<file path="src/insn_decode_pkg.sv">
/*
  shared constants and carriers for the 14-bit instruction format decoder.
  assumes a single core clock; no software-visible registers.
*/
package insn_decode_pkg;

  // =========================================================
  // word and field layout
  localparam int INSN_W      = 14;
  localparam int REG_IDX_W   = 7;
  localparam int BIT_IDX_W   = 3;
  localparam int DATA_W      = 8;
  localparam int LIT8_W      = 8;
  localparam int LIT11_W     = 11;
  localparam int REG_IDX_LSB = 0;
  localparam int DEST_POS    = 7;
  localparam int BIT_IDX_LSB = 7;
  localparam int LIT_LSB     = 0;
  localparam int REG_COUNT   = 128;

  // =========================================================
  // timing
  localparam int OSC_PER_CYCLE = 4;
  localparam logic [1:0] PHASE_LAST = 2'h3;

  // =========================================================
  // opcode patterns (bits 13:12 pick the group)
  localparam logic [1:0] GRP_BYTE = 2'h0;
  localparam logic [1:0] GRP_BIT  = 2'h1;
  localparam logic [3:0] OP_MOVF  = 4'h8;  // bits 11:8 of a byte op
  localparam logic [3:0] OP_MOVWF = 4'h0;  // with bit 7 set
  localparam logic [1:0] BITOP_TEST_CLR = 2'h2;
  localparam logic [1:0] BITOP_TEST_SET = 2'h3;
  localparam logic [2:0] LITOP_CALL = 3'h4;
  localparam logic [2:0] LITOP_GOTO = 3'h5;
  localparam logic [3:0] OP_DECFSZ = 4'hB;
  localparam logic [3:0] OP_INCFSZ = 4'hF;
  localparam logic [13:0] OP_RETURN  = 14'h0008;
  localparam logic [13:0] OP_RETFIE  = 14'h0009;
  localparam logic [13:0] OP_NOP     = 14'h0000;
  localparam logic [13:0] NOP_IGNORED = 14'h0060;  // don't-care bits of the no-op word
  localparam logic [3:0]  OP_RETLW   = 4'hD;  // bits 13:10

  typedef enum {GROUP_BYTE, GROUP_BIT, GROUP_LITERAL} insn_group_e;

  // decoded fields handed to the datapath
  typedef struct packed {
    logic                 valid;
    logic [1:0]           group;
    logic                 dest_file;
    logic [REG_IDX_W-1:0] register_index;
    logic [BIT_IDX_W-1:0] position_index;
    logic [LIT11_W-1:0]   constant_operand;
    logic                 lit_is_11;
    logic                 is_movf;
    logic                 is_movwf;
    logic                 is_bubble;
  } decoded_s;

  // datapath write fields; declared here but not produced by the decoder
  typedef struct packed {
    logic              acc_we;
    logic              file_we;
    logic [DATA_W-1:0] wr_data;
    logic              zero_we;
    logic              zero_val;
  } writeback_s;

endpackage

</file>
<file path="src/instruction_format_decoder.sv">
/*
  14-bit instruction format decoder: splits words into fields, classifies
  the group, paces the four-phase instruction cycle and applies move results.
  assumes program memory presents insn_word steady at the clock edge where phase is 0.
*/
`timescale 1ns/1ps
// What this block does
// - each instruction is one 14-bit word: opcode part plus operand fields
// - every word is sorted into byte, bit, or literal and control group
// - register index addresses 128 registers, 0x00 to 0x7F
// - bit ops: position index picks a bit, register index names register
// - literal ops take an eight or eleven bit constant by instruction
// - ignored bit positions never change behaviour, zero or one
// - one cycle normally; taken skip or branch takes two, second a no-op
// - an instruction cycle is exactly four oscillator periods
// - register move copies register to target and updates the zero flag
// - accumulator move stores accumulator to register, flags unchanged
module instruction_format_decoder
  import insn_decode_pkg::*;
(
  // clock and reset
  input  wire logic                  clk_sys,
  input  wire logic                  rst,
  // program memory word
  input  wire logic [INSN_W-1:0]     insn_word,
  // condition from execute: skip test true or pc changed
  input  wire logic                  cond_true,
  // decoded result
  output      decoded_s              decoded,
  output      logic [1:0]            phase,
  output      logic                  cycle_end,
  output      logic [DATA_W-1:0]     acc,
  output      logic                  zero_flag,
  output      logic                  two_cycle
);

  typedef enum {ST_RUN, ST_BUBBLE} flow_e;

  typedef struct packed {
    logic [1:0]        phase;
    flow_e             flow;
    decoded_s          dec;
    logic              cyc_end;
    logic [DATA_W-1:0] acc;
    logic              zero;
    logic              two;
    logic [INSN_W-1:0] word;  // latched word, kept for the branch check
  } state_s;

  state_s st_reg;
  state_s st_next;
  logic [DATA_W-1:0] file_rdata;
  logic              file_we;

  // =========================================================
  // no-op words carry don't-care bits; clear them so every form decodes alike
  function automatic logic [INSN_W-1:0] clean_word(input logic [INSN_W-1:0] w);
    logic [INSN_W-1:0] v;
    v = ((w & ~NOP_IGNORED) == OP_NOP) ? OP_NOP : w;
    return v;
  endfunction

  // field extraction for decode; branch classification matches the latched, cleaned word
  function automatic decoded_s decode_word(input logic [INSN_W-1:0] w);
    decoded_s d;
    d = '0;
    d.valid            = 1'b1;
    d.register_index   = w[REG_IDX_LSB +: REG_IDX_W];
    d.dest_file        = w[DEST_POS];
    d.position_index   = w[BIT_IDX_LSB +: BIT_IDX_W];
    case (w[13:12])
      GRP_BYTE: d.group = 2'(GROUP_BYTE);
      GRP_BIT:  d.group = 2'(GROUP_BIT);
      default:  d.group = 2'(GROUP_LITERAL);
    endcase
    // goto and call carry eleven bits, all other literals eight
    d.lit_is_11 = (w[13:11] == LITOP_CALL) || (w[13:11] == LITOP_GOTO);
    d.constant_operand = d.lit_is_11 ? w[LIT_LSB +: LIT11_W]
                                     : {3'h0, w[LIT_LSB +: LIT8_W]};
    d.is_movf  = (w[13:12] == GRP_BYTE) && (w[11:8] == OP_MOVF);
    // nop-space bits 6:5 are don't-care, so match on bit 7 only
    d.is_movwf = (w[13:12] == GRP_BYTE) && (w[11:8] == OP_MOVWF)
                 && w[DEST_POS];
    return d;
  endfunction

  // words whose outcome may need a second cycle
  function automatic logic may_branch(input logic [INSN_W-1:0] w);
    logic br;
    br = (w[13:11] == LITOP_CALL) || (w[13:11] == LITOP_GOTO)
         || (w[13:10] == OP_RETLW) || (w == OP_RETURN) || (w == OP_RETFIE)
         || ((w[13:12] == GRP_BIT) && ((w[11:10] == BITOP_TEST_CLR)
                                     || (w[11:10] == BITOP_TEST_SET)))
         || ((w[13:12] == GRP_BYTE) && ((w[11:8] == OP_DECFSZ)
                                     || (w[11:8] == OP_INCFSZ)));
    return br;
  endfunction

  // =========================================================
  // file register store; read address follows the latched word
  file_reg_mem #(
    .DEPTH (REG_COUNT),
    .AW    (REG_IDX_W),
    .DW    (DATA_W)
  ) i_file_reg_mem (
    .clk_sys (clk_sys),
    .we      (file_we),
    .waddr   (st_reg.dec.register_index),
    .wdata   (st_reg.acc),
    .raddr   (st_reg.dec.register_index),
    .rdata   (file_rdata)
  );

  // file write only for accumulator move on the last phase of a live cycle
  assign file_we = (st_reg.phase == PHASE_LAST) && st_reg.dec.is_movwf
                   && !st_reg.dec.is_bubble;

  // =========================================================
  // next state
  always_comb begin
    st_next         = st_reg;
    st_next.cyc_end = 1'b0;
    st_next.phase   = st_reg.phase + 2'h1;
    // latch a fresh word at phase 0, or a no-op after a taken branch
    if (st_reg.phase == 2'h0) begin
      case (st_reg.flow)
        ST_BUBBLE: begin
          st_next.dec           = decode_word(OP_NOP);
          st_next.dec.is_bubble = 1'b1;
          st_next.word          = OP_NOP;
          st_next.flow          = ST_RUN;
        end
        default: begin
          st_next.dec  = decode_word(clean_word(insn_word));
          st_next.word = clean_word(insn_word);
        end
      endcase
    end
    // end of cycle: retire results, pick one or two cycle path
    if (st_reg.phase == PHASE_LAST) begin
      st_next.cyc_end = 1'b1;
      st_next.two     = 1'b0;
      if (!st_reg.dec.is_bubble) begin
        if (st_reg.dec.is_movf) begin
          st_next.zero = (file_rdata == '0);
          if (!st_reg.dec.dest_file) begin
            st_next.acc = file_rdata;
          end
        end
        if (cond_true && may_branch(st_reg.word)) begin
          st_next.flow = ST_BUBBLE;
          st_next.two  = 1'b1;
        end
      end
    end
  end

  // =========================================================
  // state register
  always_ff @(posedge clk_sys or posedge rst) begin
    if (rst) begin
      st_reg <= '{phase: 2'h0, flow: ST_RUN, dec: '0, cyc_end: 1'b0,
                  acc: '0, zero: 1'b0, two: 1'b0, word: OP_NOP};
    end else begin
      st_reg <= st_next;
    end
  end

  // outputs straight from flops
  assign decoded   = st_reg.dec;
  assign phase     = st_reg.phase;
  assign cycle_end = st_reg.cyc_end;
  assign acc       = st_reg.acc;
  assign zero_flag = st_reg.zero;
  assign two_cycle = st_reg.two;

  // =========================================================
  // checks
  a_cycle_four_phases: assert property (@(posedge clk_sys) disable iff (rst)
    cycle_end |-> ##4 cycle_end) else $error("cycle not four clocks");
  a_cycle_no_early: assert property (@(posedge clk_sys) disable iff (rst)
    cycle_end |=> !cycle_end [*3]) else $error("early cycle end");
  a_bubble_after_two: assert property (@(posedge clk_sys) disable iff (rst)
    (two_cycle && cycle_end) |-> ##1 decoded.is_bubble) else $error("no bubble");
  a_bubble_no_write: assert property (@(posedge clk_sys) disable iff (rst)
    decoded.is_bubble |-> !file_we) else $error("bubble wrote file");
  a_bubble_keeps_acc: assert property (@(posedge clk_sys) disable iff (rst)
    (decoded.is_bubble && phase == PHASE_LAST) |=> $stable(acc) && $stable(zero_flag))
    else $error("bubble changed state");
  a_movwf_flags: assert property (@(posedge clk_sys) disable iff (rst)
    (decoded.is_movwf && phase == PHASE_LAST) |=> $stable(zero_flag))
    else $error("acc move touched flag");
  a_movf_zero: assert property (@(posedge clk_sys) disable iff (rst)
    (decoded.is_movf && !decoded.is_bubble && phase == PHASE_LAST)
    |=> zero_flag == ($past(file_rdata) == '0)) else $error("zero flag wrong");
  a_movf_to_acc: assert property (@(posedge clk_sys) disable iff (rst)
    (decoded.is_movf && !decoded.dest_file && !decoded.is_bubble && phase == PHASE_LAST)
    |=> acc == $past(file_rdata)) else $error("acc not loaded");
  a_lit_width: assert property (@(posedge clk_sys) disable iff (rst)
    !decoded.lit_is_11 |-> decoded.constant_operand[10:8] == 3'h0)
    else $error("short literal high bits set");
  a_bubble_is_nop: assert property (@(posedge clk_sys) disable iff (rst)
    decoded.is_bubble |-> !decoded.is_movf && !decoded.is_movwf)
    else $error("bubble carries a move");
  a_two_needs_cond: assert property (@(posedge clk_sys) disable iff (rst)
    (phase == PHASE_LAST && !cond_true) |=> !two_cycle)
    else $error("two cycles without cause");
  a_no_chained_bubble: assert property (@(posedge clk_sys) disable iff (rst)
    (decoded.is_bubble && phase == PHASE_LAST) |=> !two_cycle)
    else $error("bubble chained into another");

  // main scenarios the bench is expected to reach
  c_two_cycle: cover property (@(posedge clk_sys) two_cycle && cycle_end);
  c_movf: cover property (@(posedge clk_sys) decoded.is_movf && phase == PHASE_LAST);
  c_movwf: cover property (@(posedge clk_sys) file_we);
  c_bubble: cover property (@(posedge clk_sys) decoded.is_bubble && phase == 2'h1);
  c_long_literal: cover property (@(posedge clk_sys) decoded.lit_is_11 && phase == 2'h1);

endmodule

</file>
<file path="src/file_reg_mem.sv">
/*
  small file register memory: one write port, one read port, registered read.
  assumes synchronous write and read in the core clock domain.
*/
`timescale 1ns/1ps
module file_reg_mem
  import insn_decode_pkg::*;
#(
  parameter int DEPTH = REG_COUNT,
  parameter int AW    = REG_IDX_W,
  parameter int DW    = DATA_W
) (
  // clock
  input  wire logic          clk_sys,
  // write port
  input  wire logic          we,
  input  wire logic [AW-1:0] waddr,
  input  wire logic [DW-1:0] wdata,
  // read port
  input  wire logic [AW-1:0] raddr,
  output      logic [DW-1:0] rdata
);

  logic [DW-1:0] mem [DEPTH];

  // =========================================================
  // storage; no reset so it maps to ram
  always_ff @(posedge clk_sys) begin
    if (we) begin
      mem[waddr] <= wdata;
    end
    rdata <= mem[raddr];
  end

endmodule

</file>
<file path="config.mk">
export PLATFORM = sky130hd
export DESIGN_NAME = instruction_format_decoder
export DESIGN_NICKNAME = d
export VERILOG_FILES = /design/src/insn_decode_pkg.sv /design/src/instruction_format_decoder.sv /design/src/file_reg_mem.sv
export SDC_FILE = /design/constraint.sdc
export NUM_CORES = 1
export LEC_CHECK = 0
export BUFFER_PORTS_ARGS = -buffer_cell sky130_fd_sc_hd__buf_2
export CELL_PAD_IN_SITES_DETAIL_PLACEMENT = 1
export CELL_PAD_IN_SITES_GLOBAL_PLACEMENT = 2
export CORE_MARGIN = 2
export CORE_UTILIZATION = 45
export DETAILED_ROUTE_END_ITERATION = 12
export GPL_TIMING_DRIVEN = 0
export PLACE_DENSITY = 0.79
export SLEW_MARGIN = 20
export SYNTH_ARGS = -nofsm -noshare
export SYNTH_HDL_FRONTEND = slang
export SYNTH_SLANG_ARGS = --single-unit
</file>
<file path="constraint.sdc">
create_clock -name clk_sys -period 3.6 [get_ports clk_sys]
set_input_delay 0.72 -clock clk_sys [delete_from_list [all_inputs] [get_ports clk_sys]]
set_output_delay 0.72 -clock clk_sys [all_outputs]
set_load 0.02 [all_outputs]
</file>
# [Word-level counts from Yosys, hierarchy flattened]
# Memories as Yosys holds them, arrays and structs flattened. A register that Yosys moved wholly into a read port is not among the register bits.
# Cells that the tools add are included.
[classes] add_sub_neg=1 eq_ne=16 muxes=17 n_bitwise=2 reduce_logical=26
[op_table] operator="$mux 32" n=4
[op_table] operator="$mux 61" n=1
[op_table] operator="$eq 32x1->1 const B" n=1
[op_table] operator="$eq 14x4->1 const B" n=2
[op_table] operator="$mux 14" n=2
[op_table] operator="$mux 28" n=1
[op_table] operator="$mux 11" n=2
[op_table] operator="$eq 4x4->1 const B" n=4
[op_table] operator="$logic_not 14->1" n=1
[op_table] operator="$eq 3x3->1 const B" n=4
[op_table] operator="$mux 10" n=1
[op_table] operator="$logic_or 1x1->1" n=9
[op_table] operator="$mux 9" n=1
[op_table] operator="$logic_and 1x1->1" n=8
[op_table] operator="$logic_not 8->1" n=1
[op_table] operator="$mux 8" n=1
[op_table] operator="$eq 2x2->1 const B" n=3
[op_table] operator="$logic_not 2->1" n=3
[op_table] operator="$eq 2x1->1 const B" n=2
[op_table] operator="$logic_not 4->1" n=1
[op_table] operator="$pmux 2 s2" n=1
[op_table] operator="$reduce_and 4->1" n=1
[op_table] operator="$mux 1" n=3
[op_table] operator="$reduce_and 3->1" n=1
[op_table] operator="other kinds (3)" n=4
[totals] regBits=88 mem_bits_rw=1024 input_bits=17 mem_count=1
[memory_table] name="i_file_reg_mem.mem" words=128 width=8 read_ports=1 rd_clocked_by_memory_dff=1 wr=1 line_no="file_reg_mem.sv:24" rtl="logic [DW-1:0] mem [DEPTH];"

# [Longest topological paths before layout]
[depth] ltp_word=11 ltp_mapped=10

# [Hierarchy]
# From an unflattened synthesis, not the netlist that was laid out.
[hier_totals] hier_cells=1887 area_unflattened_um2=42623.4
[modules_own_cells] mod="file_reg_mem" instances=1 cells_per_inst=1635 area_each_um2=39665.5
[modules_own_cells] mod="instruction_format_decoder" instances=1 cells_per_inst=252 area_each_um2=2957.8

# [Worst setup path after synthesis]
# No wires, ideal clock.
[synth_path] path_kind="register to output" startpoint="register st_reg (netlist bit acc[0])" endpoint="output acc[0]" arrival_time_ps=2110 required_ps=2880 path_slack_ps=770 path_stages_with_launch=2 path_buffers=1 path_cell_list="dfrtp_1 > buf_4"
[synth_rtl] item="from (decl)" line_no="instruction_format_decoder.sv:50" rtl="state_s st_reg;"
[synth_rtl] item="from (signal assigned)" line_no="instruction_format_decoder.sv:162" rtl="st_reg <= '{phase: 2'h0, flow: ST_RUN, dec: '0, cyc_end: 1'b0,"
[synth_rtl] item="from (signal assigned)" line_no="instruction_format_decoder.sv:165" rtl="st_reg <= st_next;"
[synth_rtl] item="to (decl)" line_no="instruction_format_decoder.sv:32" rtl="output logic [DATA_W-1:0] acc,"
# No word-level cell between the ends.

==> run summary <==
### Timing
* 57 — number of failing setup endpoints in the final timing report
* yes — setup repair after global routing missed its margin
* 105% — fin crit share
* -0.193 ns — Worst Setup Slack, final
* 1.23 ns — Tightest Pin Transition
* 18.0% — Worst slew margin
* 0 — final hold violations
* 0.0277 ns — worst clock skew
* 0 — final max-slew violation count
* 3.79 ns — min cycle time layout
* 264 MHz — achievable clock frequency

### Routing
* 23800 — vias
* 0 — Routed Antenna Nets
* 140000 um — Post-Route WL
* 6 — TritonRoute pass-1 iters
* 3611 — DRT iter0 DRCs
* 0 — DRC
* 6.39 — vias per std cell
* 37.8 um — detail-routed net length per standard cell

### Clock tree
* built — clock tree from TritonCTS
* clkbuf_16 — cell at the root of the clock tree
* 1101 — CTS Sinks
* 0.70 ns — clock network latency to the later pin of the worst-skew pair
* 0 — number of buffers added for setup after CTS
* 110 — cts bufs inserted
* 3 — largest buffer count on any clock path
* 3 — level count of the clock H-tree
* 0.06 ns — clock-pin slew on the worst setup and hold paths

### Floorplan
* 97600 um2 — die area
* 59 — number of top-level pins
* 45.3% — starting density of the core
* 94600 um2 — area of the core region
* 113 — FP Rows
* 312 um — die extent in y
* 312 um — Die W

### Cells and area
* 52.2% — final core area utilization
* 1024 x edfxtp_1, 217 x mux4_2, 126 x mux2i_1 — commonest cells after routing, fill and taps aside
* 2377 — Post-layout nets
* 29.1% — fraction of layout instances using a drive strength above 1
* 1024 — number of flip-flops under the largest register name
* 0 — antenna fix cells
* edfxtp_1 — most common cell after layout, fill and taps aside
* 15.3% — area growth from synthesis to layout

### Power
* 662 nW/um2 — Pwr Density
* 0.0154 uW — leakage power figure
* 35.5% — part of the total power dissipated in the clock network
* 29.8% — switching power share of the total
* 22900 uW — internal power
* 524 uV — VDD IR max
* 20.0% — Combinational Power Share
* 9740 uW — total net switching power
* 44.5% — sequential power share

### Synth
* 6.27% — asr flop ratio synth
* 2174 — cell count after synthesis
* 42800 um2 — post-synthesis cell area
* 50 — count of unique library cells instantiated by Yosys
* 0 — number of synthesis warnings
* 1101 — number of synthesized register bits
* 19.7 um2 — average cell area after synthesis
* 76.2% — post-synthesis sequential area ratio
* 1024 — number of flops mapped to enable cells by yosys
* 2193 — post-synth net total
* edfxtp_1 — Post-synth top flop

### Placed design
* 92100 um — post-DP HPWL
* 0.953 — final weighted congestion in routability-driven placement
* 58 — input/output buffers
* -1.04 ns — worst slack, placed

### Worst setup path
* 4.35 ns — arrival time at the worst endpoint
* flip-flop — kind of launch point of the worst setup path
* flip-flop — kind of end point of the critical path
* 4.16 ns — critical path required time
* 10 — top fanout value on the critical path
* -0.19 ns — reg-to-reg setup timing slack
* reg2reg — start-to-end type of the worst setup path

### Hold path
* in2reg — worst min path class

### Run status
* negative setup slack — failing checks
* finished, violations left — outcome

### GRT
* 24300 — vias in the first global route
* 29.0% — combined global-route utilization of all metal layers
* 0 — overall overflow remaining after global route
* 3 — number of antenna violations at the first check in global routing
* 195000 um — first-pass GRT wire length
* 78 — maximum number of pins on one net before global-route repair

### Run
* 0 — number of maximum-capacitance constraint violations

## cell usage after synthesis, types with 3 or more instances
master / count / share of area [%]
mux4_2: 217 / 11
o21ai_1: 3 / 0.035
nand2b_1: 3 / 0.044
dfxtp_1: 8 / 0.37
a21oi_1: 39 / 0.46
nor3_1: 8 / 0.094
o2111ai_1: 10 / 0.20
a22o_1: 6 / 0.12
buf_6: 9 / 0.24
inv_1: 23 / 0.20
edfxtp_1: 1024 / 72
clkbuf_1: 33 / 0.29
nand2_1: 94 / 0.82
buf_4: 68 / 1.2
o21ai_0: 16 / 0.19
nor4_1: 14 / 0.20
mux2i_1: 126 / 2.9
nor2b_1: 34 / 0.50
a221oi_1: 11 / 0.23
dfrtp_1: 69 / 4.0
a31oi_1: 4 / 0.058
mux2_2: 10 / 0.26
o211ai_1: 11 / 0.19
o221ai_1: 6 / 0.12
nor2_1: 164 / 1.4
a211oi_1: 5 / 0.088
o22ai_1: 26 / 0.38
nand3_1: 23 / 0.27
buf_2: 34 / 0.40
a22oi_1: 43 / 0.75
and3_1: 5 / 0.073
## power groups by stage
| stage | Combinational, uW | Sequential, uW | Clock, uW |
|---|---|---|---|
| after floorplan | 3270 | 14800 | 0 |
| after global placement | 5930 | 15000 | 0 |
| after detailed placement | 6270 | 14800 | 0 |
| after CTS | 6330 | 14500 | 11600 |
| after global routing | 6560 | 14600 | 12100 |
| final | 6530 | 14500 | 11600 |
## cell type report
class                           count  area, um2
Multi-Input combinational cell    900       9760
Buffer                            147        995
Clock inverter                     72        707
Fill cell                        8432      45200
Tap cell                         1265       1580
Clock buffer                      136       2910
Sequential cell                  1101      32700
Timing Repair Buffer               73        622
Inverter                           25       97.6
## critical path: stages (launching register included)
cell and delay [ns]:
dfrtp_1 0.52, buf_2 0.31, inv_2 0.24, buf_2 0.52
buf_2 0.66, mux2i_1 0.62, o21ai_1 0.14, a211oi_1 0.53
nor3_1 0.09
## cells by family (layout without fill, tap and decap cells)
kind of cell,Yosys count,after routing,share of synthesized area (%)
buffers and inverters,173,453,2.45
multiplexers,353,353,14.6
AND/OR/NAND/NOR,356,356,3.63
adder cells (fa/ha/maj),2,2,0.0584
AO/OA/AOI/OAI,189,189,3.01
flip-flops,1101,1101,76.2
## routing by layer
| layer | global-route usage (%) | part of all wire [%] | wire length [um] |
|---|---|---|---|
| met1 | 39.0 | 37 | 52100 |
| met4 | 16.3 | 6.5 | 9180 |
| met5 | 0 | 0.0093 | 13 |
| met3 | 7.07 | 11 | 15400 |
| met2 | 43.8 | 45 | 63700 |
## path summary, 6_finish.rpt
path                         startpoint                 endpoint  cells after the start
min                        insn_word[5]              decoded[23]                      3
min in group asynchronous           rst                   acc[0]                      3
min reg2reg                 decoded[28]              decoded[28]                      1
max reg2reg                 decoded[20]  i_file_reg_mem.rdata[2]                      8
max in group asynchronous           rst               st_reg[67]                      4
max                         decoded[20]  i_file_reg_mem.rdata[2]                      8
## stage by stage
stage	instances	TNS (ns)	hold WS, ns	total power (uW)	instance area (um2)
after floorplan	2174	0	0.438	18000	42800
after global placement	3497	-1053.32	0.458	20900	44700
after detailed placement	3511	-604.96	0.459	21100	45000
after CTS	3719	-2.23	0.261	32500	49200
after global routing	3719	-3.67	0.280	33200	49300
final	3719	-1.07	0.298	32600	49300
## timing repair
| item | CTS | global route |
|---|---|---|
| gates cloned | 0 | 0 |
| hold buffers | 1 | 0 |
| resized for setup | 161 | 42 |
| hold endpoints to repair | 9 | 0 |
| setup endpoints to repair | 986 | 524 |
(Power assumes the default switching activity.)
